`config.mk`:
```
export PLATFORM = sky130hd
export DESIGN_NAME = pioc_config_bank
export DESIGN_NICKNAME = d
export VERILOG_FILES = /design/src/pioc_pkg.sv /design/src/pioc_config_bank.sv /design/src/pioc_pin_inv.sv
export VERILOG_INCLUDE_DIRS = /design/src
export SDC_FILE = /design/constraint.sdc
export NUM_CORES = 1
export LEC_CHECK = 0
export BUFFER_PORTS_ARGS = -buffer_cell sky130_fd_sc_hd__clkbuf_2
export CAP_MARGIN = 25
export CORE_ASPECT_RATIO = 0.6
export CORE_MARGIN = 5
export CORE_UTILIZATION = 42
export CTS_CLUSTER_DIAMETER = 30
export DETAILED_ROUTE_END_ITERATION = 8
export PLACE_DENSITY = 0.86
export SYNTH_ARGS = -nofsm -noshare
export SYNTH_HDL_FRONTEND = slang
export SYNTH_SLANG_ARGS = --single-unit
```
`constraint.sdc`:
```
create_clock -name clk -period 1.6 [get_ports clk]
set_input_delay 0.32 -clock clk [delete_from_list [all_inputs] [get_ports clk]]
set_output_delay 0.32 -clock clk [all_outputs]
set_load 0.01 [all_outputs]
```
`src/pioc_regs.svh`:
```
`ifndef PIOC_REGS_SVH
`define PIOC_REGS_SVH

// ==========================================
// register offsets, port-local byte address
`define PIOC_OFS_CTRL_THREE 8'h44
`define PIOC_OFS_CTRL_FOUR 8'h46
`define PIOC_OFS_TX_INV 8'h4A
`define PIOC_OFS_RX_INV 8'h4C
`define PIOC_OFS_IRQ_SUM 8'h50

// ==========================================
// reset values
`define PIOC_RST_CTRL_THREE 16'h0000
`define PIOC_RST_CTRL_FOUR 16'h0000
`define PIOC_RST_TX_INV 16'h0000
`define PIOC_RST_RX_INV 16'h0000

// ==========================================
// implemented bits, the rest read as zero
`define PIOC_MASK_CTRL_THREE 16'h36FF
`define PIOC_MASK_CTRL_FOUR 16'h07FF
`define PIOC_MASK_TX_INV 16'h17FF
`define PIOC_MASK_RX_INV 16'h16DE
`define PIOC_MASK_IRQ_SUM 16'h03F1

// ==========================================
// control three field positions
`define PIOC_BIT_RX_CLK_OUT_SEL 13
`define PIOC_BIT_RX_FRAME_MARKER_SEL 12
`define PIOC_BIT_TX_CLK_OUT_SEL 10
`define PIOC_BIT_TX_FRAME_MARKER_SEL 9
`define PIOC_BIT_PORT_REF_SRC 6
`define PIOC_BIT_PORT_REF_USAGE 5
`define PIOC_BIT_LOOP_TIME 4
`define PIOC_BIT_RATE_ADAPTER_CTL 3
`define PIOC_BIT_RX_FRAMER_TIMING 2
`define PIOC_BIT_TX_FRAMER_TIMING 1
`define PIOC_BIT_TX_LINE_TIMING 0

// ==========================================
// control four field positions
`define PIOC_LOOPBACK_MSB 10
`define PIOC_LOOPBACK_LSB 8
`define PIOC_ALARM_SECOND_MSB 7
`define PIOC_ALARM_SECOND_LSB 4
`define PIOC_ALARM_FIRST_MSB 3
`define PIOC_ALARM_FIRST_LSB 0

// ==========================================
// pin positions shared by invert masks and pin vectors
`define PIOC_TX_PIN_SOF_OUT 12
`define PIOC_TX_PIN_CLK_OUT 1
`define PIOC_RX_PIN_SOF_OUT 12
`define PIOC_RX_PIN_CLK_OUT 1

`endif

```
`src/pioc_pkg.sv`:
```
`default_nettype none

// ==========================================
// shared types of the port configuration bank
package pioc_pkg;

   // decoded loopback request, one bit per kind
   typedef struct packed {
      logic analogLoop;
      logic lineLoop;
      logic payloadLoop;
      logic diagnosticLoop;
   } pioc_loopback_type;

   // source of the internal transmit clock
   typedef enum logic [1:0] {
      TXCLK_PIN = 2'b00,
      TXCLK_RX_LINE = 2'b01,
      TXCLK_RATE_ADAPTER = 2'b10
   } pioc_txclk_src_type;

   // timing references of the framer and line pins, 1 = input clocks
   typedef struct packed {
      logic rxFramerInputTiming;
      logic txFramerInputTiming;
      logic txLineInputTiming;
   } pioc_timing_type;

   // 8 kHz reference routing
   typedef struct packed {
      logic portRef;
      logic timerRef;
   } pioc_ref_type;

endpackage

`default_nettype wire

```
`src/pioc_config_bank.sv`:
```
// What this block does
// - rx frame-marker select: 0 puts data-enable on shared pin, 1 start-of-frame.
// - tx clock output select: 0 gapped clock, 1 plain output clock.
// - tx frame-marker select: 0 puts data-enable on shared pin, 1 start-of-frame.
// - port 8 kHz reference from rx framer clock (0) or tx framer clock (1).
// - trailer and one-second timer use global (0) or this port's (1) reference.
// - loop time clocks transmit from receive side, or rate adapter when allowed and tx clock idle; never the tx input clock pin.
// - rate-adapter control: 0 allows adapter clocks, 1 forces input pin unless looped.
// - rx framer pins timed by output clocks (0) or input clocks (1).
// - tx framer pins timed by output clocks (0) or input clocks (1).
// - tx line pins timed by output clocks (0) or input clocks (1).
// - three-bit loopback field picks analog, line, payload, diagnostic; reset means none.
// - four-bit field picks alarm on second pin; software enables pin elsewhere.
// - four-bit field picks alarm on first pin; software enables pin elsewhere.
// - each set tx invert bit flips its transmit pin; clear leaves it.
// - each set rx invert bit flips its receive pin; clear leaves it.
// - summary bit set while sub-block has enabled latched status; irq needs global enable.
`timescale 1ns/100ps
`default_nettype none

`include "pioc_regs.svh"

module pioc_config_bank #(
   parameter logic [2:0] LB_CODE_ANALOG = 3'h1, // loopback code table entry
   parameter logic [2:0] LB_CODE_LINE = 3'h2, // loopback code table entry
   parameter logic [2:0] LB_CODE_PAYLOAD = 3'h3, // loopback code table entry
   parameter logic [2:0] LB_CODE_DIAG = 3'h4 // loopback code table entry
) (
   input wire logic clk, // 10 MHz system clock
   input wire logic rst_n, // asynchronous reset, active low
   input wire logic ce, // clock enable, freezes all state when low
   // host register port
   input wire logic busCs_n, // chip select, active low
   input wire logic busRd_n, // read strobe, active low
   input wire logic busWr_n, // write strobe, active low
   input wire logic [7:0] busAddr, // port-local byte address
   input wire logic [15:0] busWdata, // write data
   output logic [15:0] busRdata, // registered read data
   // shared frame-marker and clock sources from the core
   input wire logic rxDataEnable, // rx data-enable, nominal polarity
   input wire logic rxSofOut, // rx start-of-frame, nominal polarity
   input wire logic rxGappedClk, // rx gapped clock
   input wire logic rxClkOut, // rx plain output clock
   input wire logic txDataEnable, // tx data-enable, nominal polarity
   input wire logic txSofOut, // tx start-of-frame, nominal polarity
   input wire logic txGappedClk, // tx gapped clock
   input wire logic txClkOut, // tx plain output clock
   // transmit pins, bit positions follow the tx invert register
   input wire logic [15:0] txCoreOut, // core-driven tx pins, nominal
   input wire logic [15:0] txPinIn, // tx input pins as seen on the package
   output logic [15:0] txPinOut, // tx output pins toward the package
   output logic [15:0] txCoreIn, // tx input pins in nominal polarity
   // receive pins, bit positions follow the rx invert register
   input wire logic [15:0] rxCoreOut, // core-driven rx pins, nominal
   input wire logic [15:0] rxPinIn, // rx input pins as seen on the package
   output logic [15:0] rxPinOut, // rx output pins toward the package
   output logic [15:0] rxCoreIn, // rx input pins in nominal polarity
   // 8 kHz references
   input wire logic rxFramerRef, // 8 kHz tick from rx framer clock
   input wire logic txFramerRef, // 8 kHz tick from tx framer clock
   input wire logic globalRef, // global 8 kHz tick
   output pioc_pkg::pioc_ref_type refOut, // port reference and timer reference
   // transmit clock choice
   input wire logic txClkInActive, // tx input clock pin shows activity
   output pioc_pkg::pioc_txclk_src_type txClkSrc, // selected tx clock source
   output pioc_pkg::pioc_timing_type pinTiming, // timing references for pins
   output pioc_pkg::pioc_loopback_type loopback, // decoded loopback request
   // alarm routing
   input wire logic [15:0] alarmStatus, // alarm signals by select code
   output logic alarmPinFirst, // alarm for first general-purpose pin
   output logic alarmPinSecond, // alarm for second general-purpose pin
   // interrupt summary
   input wire logic [6:0] subBlockIrq, // enabled latched status per sub-block
   input wire logic globalPortIrqEnable, // global per-port interrupt enable
   output logic portIrq // interrupt request toward the pin
);
   import pioc_pkg::*;

   // ==========================================
   // register storage
   logic [15:0] ctrlThree_r;
   logic [15:0] ctrlFour_r;
   logic [15:0] txInvert_r;
   logic [15:0] rxInvert_r;
   logic [15:0] irqSummary_r;
   logic [15:0] rdata_nxt;
   logic [15:0] irqSummary_nxt;
   logic [15:0] txMuxed;
   logic [15:0] rxMuxed;
   logic wrEn;
   logic rdEn;
   logic wrThreeHit;
   logic wrFourHit;
   logic wrTxInvHit;
   logic wrRxInvHit;
   logic portRefSel;
   logic anyLoopback;

   assign wrEn = ce & ~busCs_n & ~busWr_n;
   assign rdEn = ce & ~busCs_n & ~busRd_n;

   // one strobe per writable register, exact address match only
   assign wrThreeHit = wrEn && (busAddr == `PIOC_OFS_CTRL_THREE);
   assign wrFourHit = wrEn && (busAddr == `PIOC_OFS_CTRL_FOUR);
   assign wrTxInvHit = wrEn && (busAddr == `PIOC_OFS_TX_INV);
   assign wrRxInvHit = wrEn && (busAddr == `PIOC_OFS_RX_INV);

   // ==========================================
   // host writes
   // control three
   always_ff @(posedge clk or negedge rst_n) begin
      if (!rst_n) begin
         ctrlThree_r <= `PIOC_RST_CTRL_THREE;
      end else if (wrThreeHit) begin
         ctrlThree_r <= busWdata & `PIOC_MASK_CTRL_THREE;
      end
   end

   // control four, reset leaves loopback at none
   always_ff @(posedge clk or negedge rst_n) begin
      if (!rst_n) begin
         ctrlFour_r <= `PIOC_RST_CTRL_FOUR;
      end else if (wrFourHit) begin
         ctrlFour_r <= busWdata & `PIOC_MASK_CTRL_FOUR;
      end
   end

   // tx invert mask
   always_ff @(posedge clk or negedge rst_n) begin
      if (!rst_n) begin
         txInvert_r <= `PIOC_RST_TX_INV;
      end else if (wrTxInvHit) begin
         txInvert_r <= busWdata & `PIOC_MASK_TX_INV;
      end
   end

   // rx invert mask
   always_ff @(posedge clk or negedge rst_n) begin
      if (!rst_n) begin
         rxInvert_r <= `PIOC_RST_RX_INV;
      end else if (wrRxInvHit) begin
         rxInvert_r <= busWdata & `PIOC_MASK_RX_INV;
      end
   end

   // ==========================================
   // interrupt summary
   // summary follows sub-block levels, it is not sticky here
   always_comb begin
      irqSummary_nxt = 16'h0000;
      irqSummary_nxt[9:4] = subBlockIrq[6:1];
      irqSummary_nxt[0] = subBlockIrq[0];
   end

   // summary register, reserved bits held at zero
   always_ff @(posedge clk or negedge rst_n) begin
      if (!rst_n) begin
         irqSummary_r <= 16'h0000;
      end else if (ce) begin
         irqSummary_r <= irqSummary_nxt & `PIOC_MASK_IRQ_SUM;
      end
   end

   // request only with the global per-port enable
   always_ff @(posedge clk or negedge rst_n) begin
      if (!rst_n) begin
         portIrq <= 1'b0;
      end else if (ce) begin
         portIrq <= (|irqSummary_nxt) & globalPortIrqEnable;
      end
   end

   // ==========================================
   // host reads, unmapped addresses return zero
   always_comb begin
      case (busAddr)
         `PIOC_OFS_CTRL_THREE: rdata_nxt = ctrlThree_r;
         `PIOC_OFS_CTRL_FOUR: rdata_nxt = ctrlFour_r;
         `PIOC_OFS_TX_INV: rdata_nxt = txInvert_r;
         `PIOC_OFS_RX_INV: rdata_nxt = rxInvert_r;
         `PIOC_OFS_IRQ_SUM: rdata_nxt = irqSummary_r;
         default: rdata_nxt = 16'h0000;
      endcase
   end

   // read data held until the next read
   always_ff @(posedge clk or negedge rst_n) begin
      if (!rst_n) begin
         busRdata <= 16'h0000;
      end else if (rdEn) begin
         busRdata <= rdata_nxt;
      end
   end

   // ==========================================
   // loopback decode from the code table
   always_ff @(posedge clk or negedge rst_n) begin
      if (!rst_n) begin
         loopback <= '0;
      end else if (ce) begin
         loopback <= '0; // unknown codes mean no loopback
         case (ctrlFour_r[`PIOC_LOOPBACK_MSB:`PIOC_LOOPBACK_LSB])
            LB_CODE_ANALOG: loopback.analogLoop <= 1'b1;
            LB_CODE_LINE: loopback.lineLoop <= 1'b1;
            LB_CODE_PAYLOAD: loopback.payloadLoop <= 1'b1;
            LB_CODE_DIAG: loopback.diagnosticLoop <= 1'b1;
            default: loopback <= '0;
         endcase
      end
   end

   // any decoded loopback, steers the tx clock choice
   assign anyLoopback = |loopback;

   // ==========================================
   // alarm routing to general-purpose pins
   // pin output enable is owned by the global pin control
   always_ff @(posedge clk or negedge rst_n) begin
      if (!rst_n) begin
         alarmPinFirst <= 1'b0;
         alarmPinSecond <= 1'b0;
      end else if (ce) begin
         alarmPinFirst <= alarmStatus[ctrlFour_r[`PIOC_ALARM_FIRST_MSB:`PIOC_ALARM_FIRST_LSB]];
         alarmPinSecond <= alarmStatus[ctrlFour_r[`PIOC_ALARM_SECOND_MSB:`PIOC_ALARM_SECOND_LSB]];
      end
   end

   // ==========================================
   // 8 kHz reference routing
   // selected port source, shared by the port and timer outputs
   assign portRefSel = ctrlThree_r[`PIOC_BIT_PORT_REF_SRC] ? txFramerRef : rxFramerRef;

   always_ff @(posedge clk or negedge rst_n) begin
      if (!rst_n) begin
         refOut <= '0;
      end else if (ce) begin
         refOut.portRef <= portRefSel;
         refOut.timerRef <= ctrlThree_r[`PIOC_BIT_PORT_REF_USAGE] ? portRefSel
                                                                   : globalRef;
      end
   end

   // ==========================================
   // transmit clock source
   // loop time wins; the input pin is never used then
   always_ff @(posedge clk or negedge rst_n) begin
      if (!rst_n) begin
         txClkSrc <= TXCLK_PIN;
      end else if (ce) begin
         if (ctrlThree_r[`PIOC_BIT_LOOP_TIME]) begin
            if (!ctrlThree_r[`PIOC_BIT_RATE_ADAPTER_CTL] && !txClkInActive) begin
               txClkSrc <= TXCLK_RATE_ADAPTER;
            end else begin
               txClkSrc <= TXCLK_RX_LINE;
            end
         end else if (ctrlThree_r[`PIOC_BIT_RATE_ADAPTER_CTL]) begin
            // adapter excluded: input pin unless a loopback is active
            if (anyLoopback) begin
               txClkSrc <= TXCLK_RX_LINE;
            end else begin
               txClkSrc <= TXCLK_PIN;
            end
         end else if (!txClkInActive) begin
            txClkSrc <= TXCLK_RATE_ADAPTER;
         end else begin
            txClkSrc <= TXCLK_PIN;
         end
      end
   end

   // ==========================================
   // pin timing references
   always_ff @(posedge clk or negedge rst_n) begin
      if (!rst_n) begin
         pinTiming <= '0;
      end else if (ce) begin
         pinTiming.rxFramerInputTiming <= ctrlThree_r[`PIOC_BIT_RX_FRAMER_TIMING];
         pinTiming.txFramerInputTiming <= ctrlThree_r[`PIOC_BIT_TX_FRAMER_TIMING];
         pinTiming.txLineInputTiming <= ctrlThree_r[`PIOC_BIT_TX_LINE_TIMING];
      end
   end

   // ==========================================
   // shared pin function selection, nominal polarity
   always_comb begin
      txMuxed = txCoreOut;
      txMuxed[`PIOC_TX_PIN_SOF_OUT] = ctrlThree_r[`PIOC_BIT_TX_FRAME_MARKER_SEL]
                                      ? txSofOut : txDataEnable;
      txMuxed[`PIOC_TX_PIN_CLK_OUT] = ctrlThree_r[`PIOC_BIT_TX_CLK_OUT_SEL]
                                      ? txClkOut : txGappedClk;
   end

   // rx clock output select follows the same pattern as tx
   always_comb begin
      rxMuxed = rxCoreOut;
      rxMuxed[`PIOC_RX_PIN_SOF_OUT] = ctrlThree_r[`PIOC_BIT_RX_FRAME_MARKER_SEL]
                                      ? rxSofOut : rxDataEnable;
      rxMuxed[`PIOC_RX_PIN_CLK_OUT] = ctrlThree_r[`PIOC_BIT_RX_CLK_OUT_SEL]
                                      ? rxClkOut : rxGappedClk;
   end

   // ==========================================
   // polarity inversion, only between core and package
   // tx outputs toward the package
   pioc_pin_inv #(
      .W(16)
   ) uTxOutInv (
      .pinIn(txMuxed),
      .invert(txInvert_r),
      .implemented(`PIOC_MASK_TX_INV),
      .pinOut(txPinOut)
   );

   // tx inputs back to nominal
   pioc_pin_inv #(
      .W(16)
   ) uTxInInv (
      .pinIn(txPinIn),
      .invert(txInvert_r),
      .implemented(`PIOC_MASK_TX_INV),
      .pinOut(txCoreIn)
   );

   // rx outputs toward the package
   pioc_pin_inv #(
      .W(16)
   ) uRxOutInv (
      .pinIn(rxMuxed),
      .invert(rxInvert_r),
      .implemented(`PIOC_MASK_RX_INV),
      .pinOut(rxPinOut)
   );

   // rx inputs back to nominal
   pioc_pin_inv #(
      .W(16)
   ) uRxInInv (
      .pinIn(rxPinIn),
      .invert(rxInvert_r),
      .implemented(`PIOC_MASK_RX_INV),
      .pinOut(rxCoreIn)
   );

endmodule

`default_nettype wire

```
`src/pioc_pin_inv.sv`:
```
`timescale 1ns/100ps
`default_nettype none

// ==========================================
// polarity inversion at the pin boundary
module pioc_pin_inv #(
   parameter int W = 16
) (
   input wire logic [W-1:0] pinIn, // nominal or pin-side level
   input wire logic [W-1:0] invert, // per-pin invert mask
   input wire logic [W-1:0] implemented, // bits that exist as pins
   output logic [W-1:0] pinOut // level after inversion
);

   // xor with the mask, absent pins held low
   assign pinOut = (pinIn ^ invert) & implemented;

endmodule

`default_nettype wire

```
# Yosys cells after proc, flatten, opt, wreduce, memory -nomap -nowiden
# Index checks and enable logic that the tools add are counted.
# word_totals
register_bits	81
inputBits	130
word_cells	70
# op_classes
n_lt_le_gt_ge	2
eq_ne	9
muxes	20
bitwise_logic	11
reduce_logical	9
# op_table
cell	n
$pmux 14 s5	1
$xor 13x13->13	4
$eq 8x7->1 const B	5
$mux 1	13
$lt 4x5->1 const B	2
$bmux 1 s4	2
$mux 2	4
$reduce_or 7->1	1
$eq 3x2->1 const B	2
$logic_and 1x1->1	5
$and 1x1->1	4
$reduce_or 4->1	1
$eq 3x1->1 const B	1
$eq 3x3->1 const B	1
$not 1->1	3
$logic_not 1->1	2

# Logic depth before layout (Yosys ltp)
# Gate-level depths: netlist (run 1).
# depth
depth_word	4
mapped_depth	6
depth_no_buf	4

# Hierarchy
# Synthesis (run 1) repeated with hierarchy kept, for this count alone.
# hier_totals
hier_cells	469
area_unflattened_um2	4921.0
# by_module_without_submodules
mod	instances	cells_per_inst	area_each_um2
pioc_config_bank	1	341	3960.0
pioc_pin_inv	4	32	240.2

# Least setup slack after synthesis (run 1)
# Ideal clock, no wire load.
# synth_path
path_kind	in2reg
from	in ce
to	reg txInvert_r[10]
setup_time_ns	0.125
arrival_time_ns	1.703
t_required_ns	1.475
setup_slack_ns	-0.228
cell_stages	5
path_buffers	2
cell_sequence	buf_4 or3b_4 nor4_4 buf_6 mux2_2
# synth_between
elab_chain_cells	3
# synth_lines
element	line_no	rtl
start, declared	pioc_config_bank.sv:31	input wire logic ce,
$and 1x1->1 (2 in a row)	pioc_config_bank.sv:99	assign wrEn = ce & ~busCs_n & ~busWr_n;
$logic_and 1x1->1	pioc_config_bank.sv:105	assign wrTxInvHit = wrEn && (busAddr == `PIOC_OFS_TX_INV);
end signal, assigned	pioc_config_bank.sv:131	txInvert_r <= `PIOC_RST_TX_INV;
end signal, assigned	pioc_config_bank.sv:133	txInvert_r <= busWdata & `PIOC_MASK_TX_INV;
end, declared	pioc_config_bank.sv:83	logic [15:0] txInvert_r;
# Every way passes these cells.
# A chain may end at the register's enable or synchronous reset.

# Worst setup path after layout (run 1)
# layout_path
from	reg ctrlThree_r[9]
to	out txPinOut[12]
# layout_between
elab_chain_cells	2
# layout_lines
element	line_no	rtl
start, declared	pioc_config_bank.sv:81	logic [15:0] ctrlThree_r;
start signal, assigned	pioc_config_bank.sv:113	ctrlThree_r <= `PIOC_RST_CTRL_THREE;
start signal, assigned	pioc_config_bank.sv:115	ctrlThree_r <= busWdata & `PIOC_MASK_CTRL_THREE;
$mux 1	pioc_config_bank.sv:287	txMuxed[`PIOC_TX_PIN_SOF_OUT] = ctrlThree_r[`PIOC_BIT_TX_FRAME_MARKER_SEL]
$xor 13x13->13	pioc_pin_inv.sv:16	assign pinOut = (pinIn ^ invert) & implemented;
end, declared	pioc_config_bank.sv:51	output logic [15:0] txPinOut,
# Every way passes these cells.

==> qor.txt, run 1 <==
largest net degree at the start of global routing: 41
Vias per Instance: 5.345
top_reg_cell synth: dfrtp_1
CTS H-tree depth: 3
Slowest-stage cell, CP: dfrtp_1
area growth from synthesis to layout: 39.40%
TritonCTS Buffers: 9
root buf cell: clkbuf_16
Core Box Area: 0.01002 mm^2
Clock Latency Late Sink: 340 ps
Crit. End Element: primary output
dpl ws: -363.6 ps
status: finished, violations left
IO buf count: 169
Hold Crit Class: in2reg
maximum vdd drop: 0.0005127 V
total global-route track usage: 22.21%
Finished Layout Cells: 711
RSZ-0062 raised after global routing: true
# setup viols final: 2
PwrDens: 794.6 mW/mm^2
Reg2Reg Depth: 4
Yosys cell types: 47
Achievable Freq: 0.6179 GHz
FILL cells: 791
vias in the first global route: 3810
GP Congestion: 0.9395
hold depth: 3
layout cells sized above 1: 56.42%
Routed Antenna Nets: 0
Final nets: 701
Yosys reg bits: 78
placed insts: 687
Post-synth ARST share: 100.0%
CTS tree: done
Mapped Area: 0.004389 mm^2
Starting Density: 43.81%
DRC: 0
final hold slack: 230.9 ps
Avg Inst Size Synth: 12.40 um^2
crit path kind: reg2out
Final Hold Fails: 0
Sum Neg Setup Slack: -27.39 ps
warnings from Yosys: 0
clock-pin slew of the registers on the worst-case setup and hold paths: 60 ps
Die W: 142.0 um
grt total ovfl: 0
drt total wl: 14.18 mm
vias: 3800
Clock Tree Buf Depth: 2
most frequent cells in the layout: clkbuf_2, dfrtp_1, buf_4, mux2_2, xor2_1
CTS sink cnt: 78
I/O pin cnt: 224
Avg WL per Cell: 19.94 um
first-pass GRT wire length: 21.36 mm
Die ar.: 0.01266 mm^2
dpl hpwl: 11.23 mm
critical-path cell list: buf_6 > mux2i_1 > xnor2_1 > buf_2
Worst setup SP type: flop
final setup skew: 8.498 ps
cells after synthesis: 354
initial antenna violation count: 0
violated checks: negative setup slack
Core Rows: 28
CP arrival: 1300 ps
Die H: 89.19 um
# diodes: 0
leak pwr: 0.003206 uW
most common cell after layout, fill and taps aside: clkbuf_2
crit path max fanout: 2
Largest stage delay, worst path: 390 ps
Max Cap Violations: 0
Slew Limit Fails: 0
initial DRC count: 249
Final WS setup: -18.37 ps
EDFF count, synth: 0
fin crit share: 101.1%
Period minus WS final: 1618 ps
register area share after synthesis: 44.47%
1st-pass router iterations: 5
post-layout util: 61.06%
Crit path required time: 1280 ps
[logic make-up after synthesis]
group           Yosys count  share of synthesized area (%)
mux                      90                          24.66
flops                    78                          44.47
simple gates             54                          8.466
buf+inv                  45                          6.556
compound gates           44                          7.383
xor+xnor                 42                          8.381
other cells               1                        0.08544
[worst max-delay path, delay by kind of cell, from the launching register on]
kind,cells,cell delay (ps)
flip-flops,1,390
XOR/XNOR,1,140
buffers and inverters,2,280
multiplexers,1,160
[registers in the layout, summed over array words and instances (netlist names)]
signal / flops
txInvert_r: 12
loopback: 4
txClkSrc: 2
rxInvert_r: 9
busRdata: 13
refOut: 2
ctrlFour_r: 11
ctrlThree_r: 12
alarmPinSecond: 1
pinTiming: 3
irqSummary_r: 7
alarmPinFirst: 1
portIrq: 1
[final cells by class]
type / count / area [um^2] / area share (%)
inverters: 6 / 22.52 / 0.3681
well taps: 135 / 168.9 / 2.761
repair buffers: 221 / 1287 / 21.04
multi-input cells: 255 / 2375 / 38.81
clock buffers: 11 / 252.7 / 4.131
flip-flops and latches: 78 / 1956 / 31.96
clock inverters: 5 / 56.30 / 0.9202
[through the flow]
| step | power (uW) | area (um^2) |
|---|---|---|
| after CTS | 4861 | 6021 |
| after floorplan | 2438 | 4576 |
| final | 4862 | 6118 |
| after global placement | 2739 | 5660 |
| after global routing | 5043 | 6118 |
| after detailed placement | 2764 | 5660 |
[power breakdown]
part | switching (uW) | internal (uW) | leakage, uW
sequential | 49.7 | 2030 | 0.00104
clock | 817 | 1290 | 0.000152
combinational | 349 | 327 | 0.00201
total | 1220 | 3650 | 0.00321
[final timing paths]
check	slack, ps	to	start
setup / recovery	-20	txPinOut[12]	ctrlThree_r[9]
hold / removal	230	portIrq	globalPortIrqEnable
setup reg to reg	-10	alarmPinFirst	ctrlFour_r[0]
hold reg to reg	500	busRdata[4]	busRdata[4]
max in group asynchronous	590	ctrlFour_r[5]	rst_n
min in group asynchronous	470	txInvert_r[12]	rst_n
[cell usage after synthesis (2+ instances only)]
| library cell | n | share of area, % |
|---|---|---|
| a221o_1 | 2 | 0.46 |
| nand3_1 | 3 | 0.34 |
| nor4_1 | 6 | 0.86 |
| nor3_1 | 4 | 0.46 |
| dfrtp_1 | 78 | 44 |
| mux2_2 | 54 | 14 |
| buf_2 | 5 | 0.57 |
| nor4_4 | 2 | 0.97 |
| and2_1 | 2 | 0.29 |
| o21ai_0 | 8 | 0.91 |
| a21oi_1 | 6 | 0.68 |
| xor2_1 | 38 | 7.6 |
| buf_4 | 28 | 4.8 |
| xnor2_1 | 4 | 0.80 |
| nand2_1 | 11 | 0.94 |
| a22oi_1 | 4 | 0.68 |
| clkbuf_1 | 4 | 0.34 |
| nand3b_1 | 2 | 0.34 |
| nor2_1 | 6 | 0.51 |
| nand2b_1 | 3 | 0.43 |
| o22ai_1 | 5 | 0.71 |
| mux2_1 | 11 | 2.8 |
| nor2b_1 | 2 | 0.29 |
| mux4_2 | 8 | 4.1 |
| a22o_1 | 11 | 2.2 |
| mux2i_1 | 17 | 3.9 |
| nor3b_1 | 2 | 0.34 |
| a222oi_1 | 4 | 0.91 |
| inv_1 | 6 | 0.51 |
[layer usage]
metal  wire length (um)  GRT usage, %  share of wire (%)
met5                  0             0                  0
met4                169         5.401                1.2
met3               1435         7.803                 10
met2               6508         34.91                 46
met1               6067         29.87                 43
[what timing repair did]
item	4_1_cts	5_1_grt
gates cloned	0	0
endpoints found under the setup margin	11	36
setup buffers	4	3
pin swaps	1	4
hold buffers	1	0
hold endpoints to repair	23	0
gates resized for setup	5	23
(Power assumes the default switching activity.)
==> run 2: changes to the inputs <==
--- a/config.mk
+++ b/config.mk
@@ -12,6 +12,6 @@
 export CORE_MARGIN = 5
-export CORE_UTILIZATION = 42
+export CORE_UTILIZATION = 35
 export CTS_CLUSTER_DIAMETER = 30
 export DETAILED_ROUTE_END_ITERATION = 8
-export PLACE_DENSITY = 0.86
+export PLACE_DENSITY = 0.75
 export SYNTH_ARGS = -nofsm -noshare
==> constraint.sdc (replaced) <==
create_clock -name clk -period 1.6 [get_ports clk]
set_input_delay 0.16 -clock clk [delete_from_list [all_inputs] [get_ports clk]]
set_output_delay 0.16 -clock clk [all_outputs]
set_load 0.01 [all_outputs]
==> qor.txt, run 2 (synthesized netlist as in run 1, its figures left out) <==
dpl ws: -224.7 ps (was -363.6 ps)
vias: 3608 (was 3800)
root buf cell: clkbuf_16 (unchanged)
Max Cap Violations: 0 (unchanged)
startpoint of the worst hold path: busWdata[13] (was globalPortIrqEnable)
most common cell after layout, fill and taps aside: clkbuf_2 (unchanged)
Crit path required time: 1820 ps (was 1280 ps)
PwrDens: 779.3 mW/mm^2 (was 794.6 mW/mm^2)
sw frac: 26.05% (was 25.00%)
Clk pwr share: 40.9% (was 43.4%)
Core Rows: 31 (was 28)
crit path kind: reg2reg (was reg2out)
initial antenna violation count: 0 (unchanged)
Starting Density: 36.04% (was 43.81%)
P_sw: 1193 uW (was 1216 uW)
CP arrival: 1820 ps (was 1300 ps)
vias in the first global route: 3837 (was 3810)
layout cells sized above 1: 52.76% (was 56.42%)
violated checks: negative setup slack (unchanged)
# setup viols final: 1 (was 2)
Regs by FF count: busRdata (13), ctrlThree_r (12), txInvert_r (12) (unchanged)
Final nets: 686 (was 701)
RSZ-0062 raised after global routing: true (unchanged)
dpl hpwl: 11.10 mm (was 11.23 mm)
Vias per Instance: 4.970 (was 5.345)
final setup skew: 8.059 ps (was 8.498 ps)
DP Area: 0.005553 mm^2 (was 0.005660 mm^2)
Largest register FFs: 13 (unchanged)
Worst R2R Start: ctrlFour_r[0] (unchanged)
# diodes: 0 (unchanged)
initial DRC count: 227 (was 249)
Reg2Reg Depth: 4 (unchanged)
total global-route track usage: 17.74% (was 22.21%)
CTS H-tree depth: 3 (unchanged)
1st-pass router iterations: 4 (was 5)
Final WS setup: -4.734 ps (was -18.37 ps)
first-pass GRT wire length: 21.04 mm (was 21.36 mm)
Biggest register: busRdata (unchanged)
Worst setup SP type: flop (unchanged)
CTS sink cnt: 78 (unchanged)
Final Hold Fails: 0 (unchanged)
Clock Latency Late Sink: 340 ps (about the same)
internal power: 3388 uW (was 3646 uW)
Gate power share: 13.8% (was 13.9%)
TritonCTS Buffers: 9 (unchanged)
multi-input logic area: 0.002262 mm^2 (was 0.002375 mm^2)
flop2flop setup slack: -5 ps (was -10 ps)
area growth from synthesis to layout: 33.92% (was 39.40%)
Die W: 154.6 um (was 142.0 um)
Die H: 96.75 um (was 89.19 um)
status: finished, violations left (unchanged)
CTS tree: done (unchanged)
Sum Neg Setup Slack: -4.734 ps (was -27.39 ps)
GP Congestion: 0.8657 (was 0.9395)
IO buf count: 169 (unchanged)
Core Box Area: 0.01218 mm^2 (was 0.01002 mm^2)
Worst slew margin: 57.99%
Clock Tree Buf Depth: 2 (unchanged)
fin crit share: 100.3% (was 101.1%)
Avg WL per Cell: 18.32 um (was 19.94 um)
Slew Limit Fails: 0 (unchanged)
FILL cells: 1109 (was 791)
overall power: 4581 uW (was 4862 uW)
Routed Antenna Nets: 0 (unchanged)
Crit. End Element: flop (was primary output)
drt total wl: 13.30 mm (was 14.18 mm)
Slew @ Worst Pin: 625.3 ps
leak pwr: 0.003069 uW (was 0.003206 uW)
clock-pin slew of the registers on the worst-case setup and hold paths: 60 ps (about the same)
Achievable Freq: 0.6232 GHz (was 0.6179 GHz)
FF-to-FF End: alarmPinFirst (unchanged)
maximum vdd drop: 0.0005004 V (was 0.0005127 V)
Period minus WS final: 1605 ps (was 1618 ps)
grt total ovfl: 0 (unchanged)
post-route cell area: 0.005878 mm^2 (was 0.006118 mm^2)
FF/Latch Area: 0.001956 mm^2 (unchanged)
hold endpoint: ctrlThree_r[13] (was portIrq)
Hold Crit Class: in2reg (unchanged)
Die ar.: 0.01495 mm^2 (was 0.01266 mm^2)
largest net degree at the start of global routing: 40 (was 41)
Reg power frac: 45.3% (was 42.7%)
most frequent cells in the layout: clkbuf_2, dfrtp_1, mux2_2, xor2_1, buf_4 (was clkbuf_2, dfrtp_1, buf_4, mux2_2, xor2_1)
DRC: 0 (unchanged)
I/O pin cnt: 224 (unchanged)
crit path max fanout: 5 (was 2)
hold depth: 2 (was 3)
## run 2: cell type report
type                            count  area share (%)
Clock buffer                       10           3.895
Multi-Input combinational cell    255           38.48
Sequential cell                    78           33.27
Inverter                            6          0.3831
Tap cell                          165           3.512
Clock inverter                      6          0.7663
Timing Repair Buffer              206           19.69
## run 2: power by group through the flow
stage                     Clock [uW]  Sequential [uW]  Combinational [uW]
final                           1870             2080                 631
after global routing            2000             2080                 691
after CTS                       1930             2080                 630
after detailed placement           0             2110                 625
after global placement             0             2110                 605
after floorplan                    0             2100                 325
## run 2: worst max-delay path by stage
stage                   from              to  slack (ps)
6_report       ctrlFour_r[0]   alarmPinFirst          -5
4_1_cts        ctrlFour_r[0]   alarmPinFirst         -10
3_5_place_dp      busAddr[4]   txInvert_r[4]        -220
5_1_grt        ctrlFour_r[0]   alarmPinFirst        -120
2_1_floorplan     busAddr[4]  txInvert_r[10]         -50
3_3_place_gp      busAddr[4]  txInvert_r[12]        -160
## run 2: per-stage QoR
stage          hold slack (ps)  util [%]  cells
2_1_floorplan           -135.6         -    378
3_3_place_gp             47.03     45.59    707
3_5_place_dp             53.60     45.59    707
4_1_cts                  51.67     47.95    724
5_1_grt                  70.84     48.26    726
6_report                 62.25     48.26    726
## run 2: worst max-delay path: stages (launching register included)
cell,delay [ps]
dfrtp_2,460
mux4_2,510
mux2i_1,150
mux2i_1,100
mux2_4,260
## run 2: timing repair
item / 4_1_cts / 5_1_grt
endpoints found under the setup margin: 2 / 4
buffers inserted: 0 / 2
endpoints found under the hold margin: 17 / 0
resized for setup: 2 / 8
hold buffers: 1 / 0
pin swaps: 0 / 2
gates cloned: 0 / 0
## run 2: per-layer routing
metal  GRT usage, %  part of all wire, %  up-vias
met5              0                    0        -
met4          3.935                  1.1        0
met3          6.021                  9.1       15
met2          26.91                   44      166
met1          24.65                   46     1770
li1               -                    -     1657
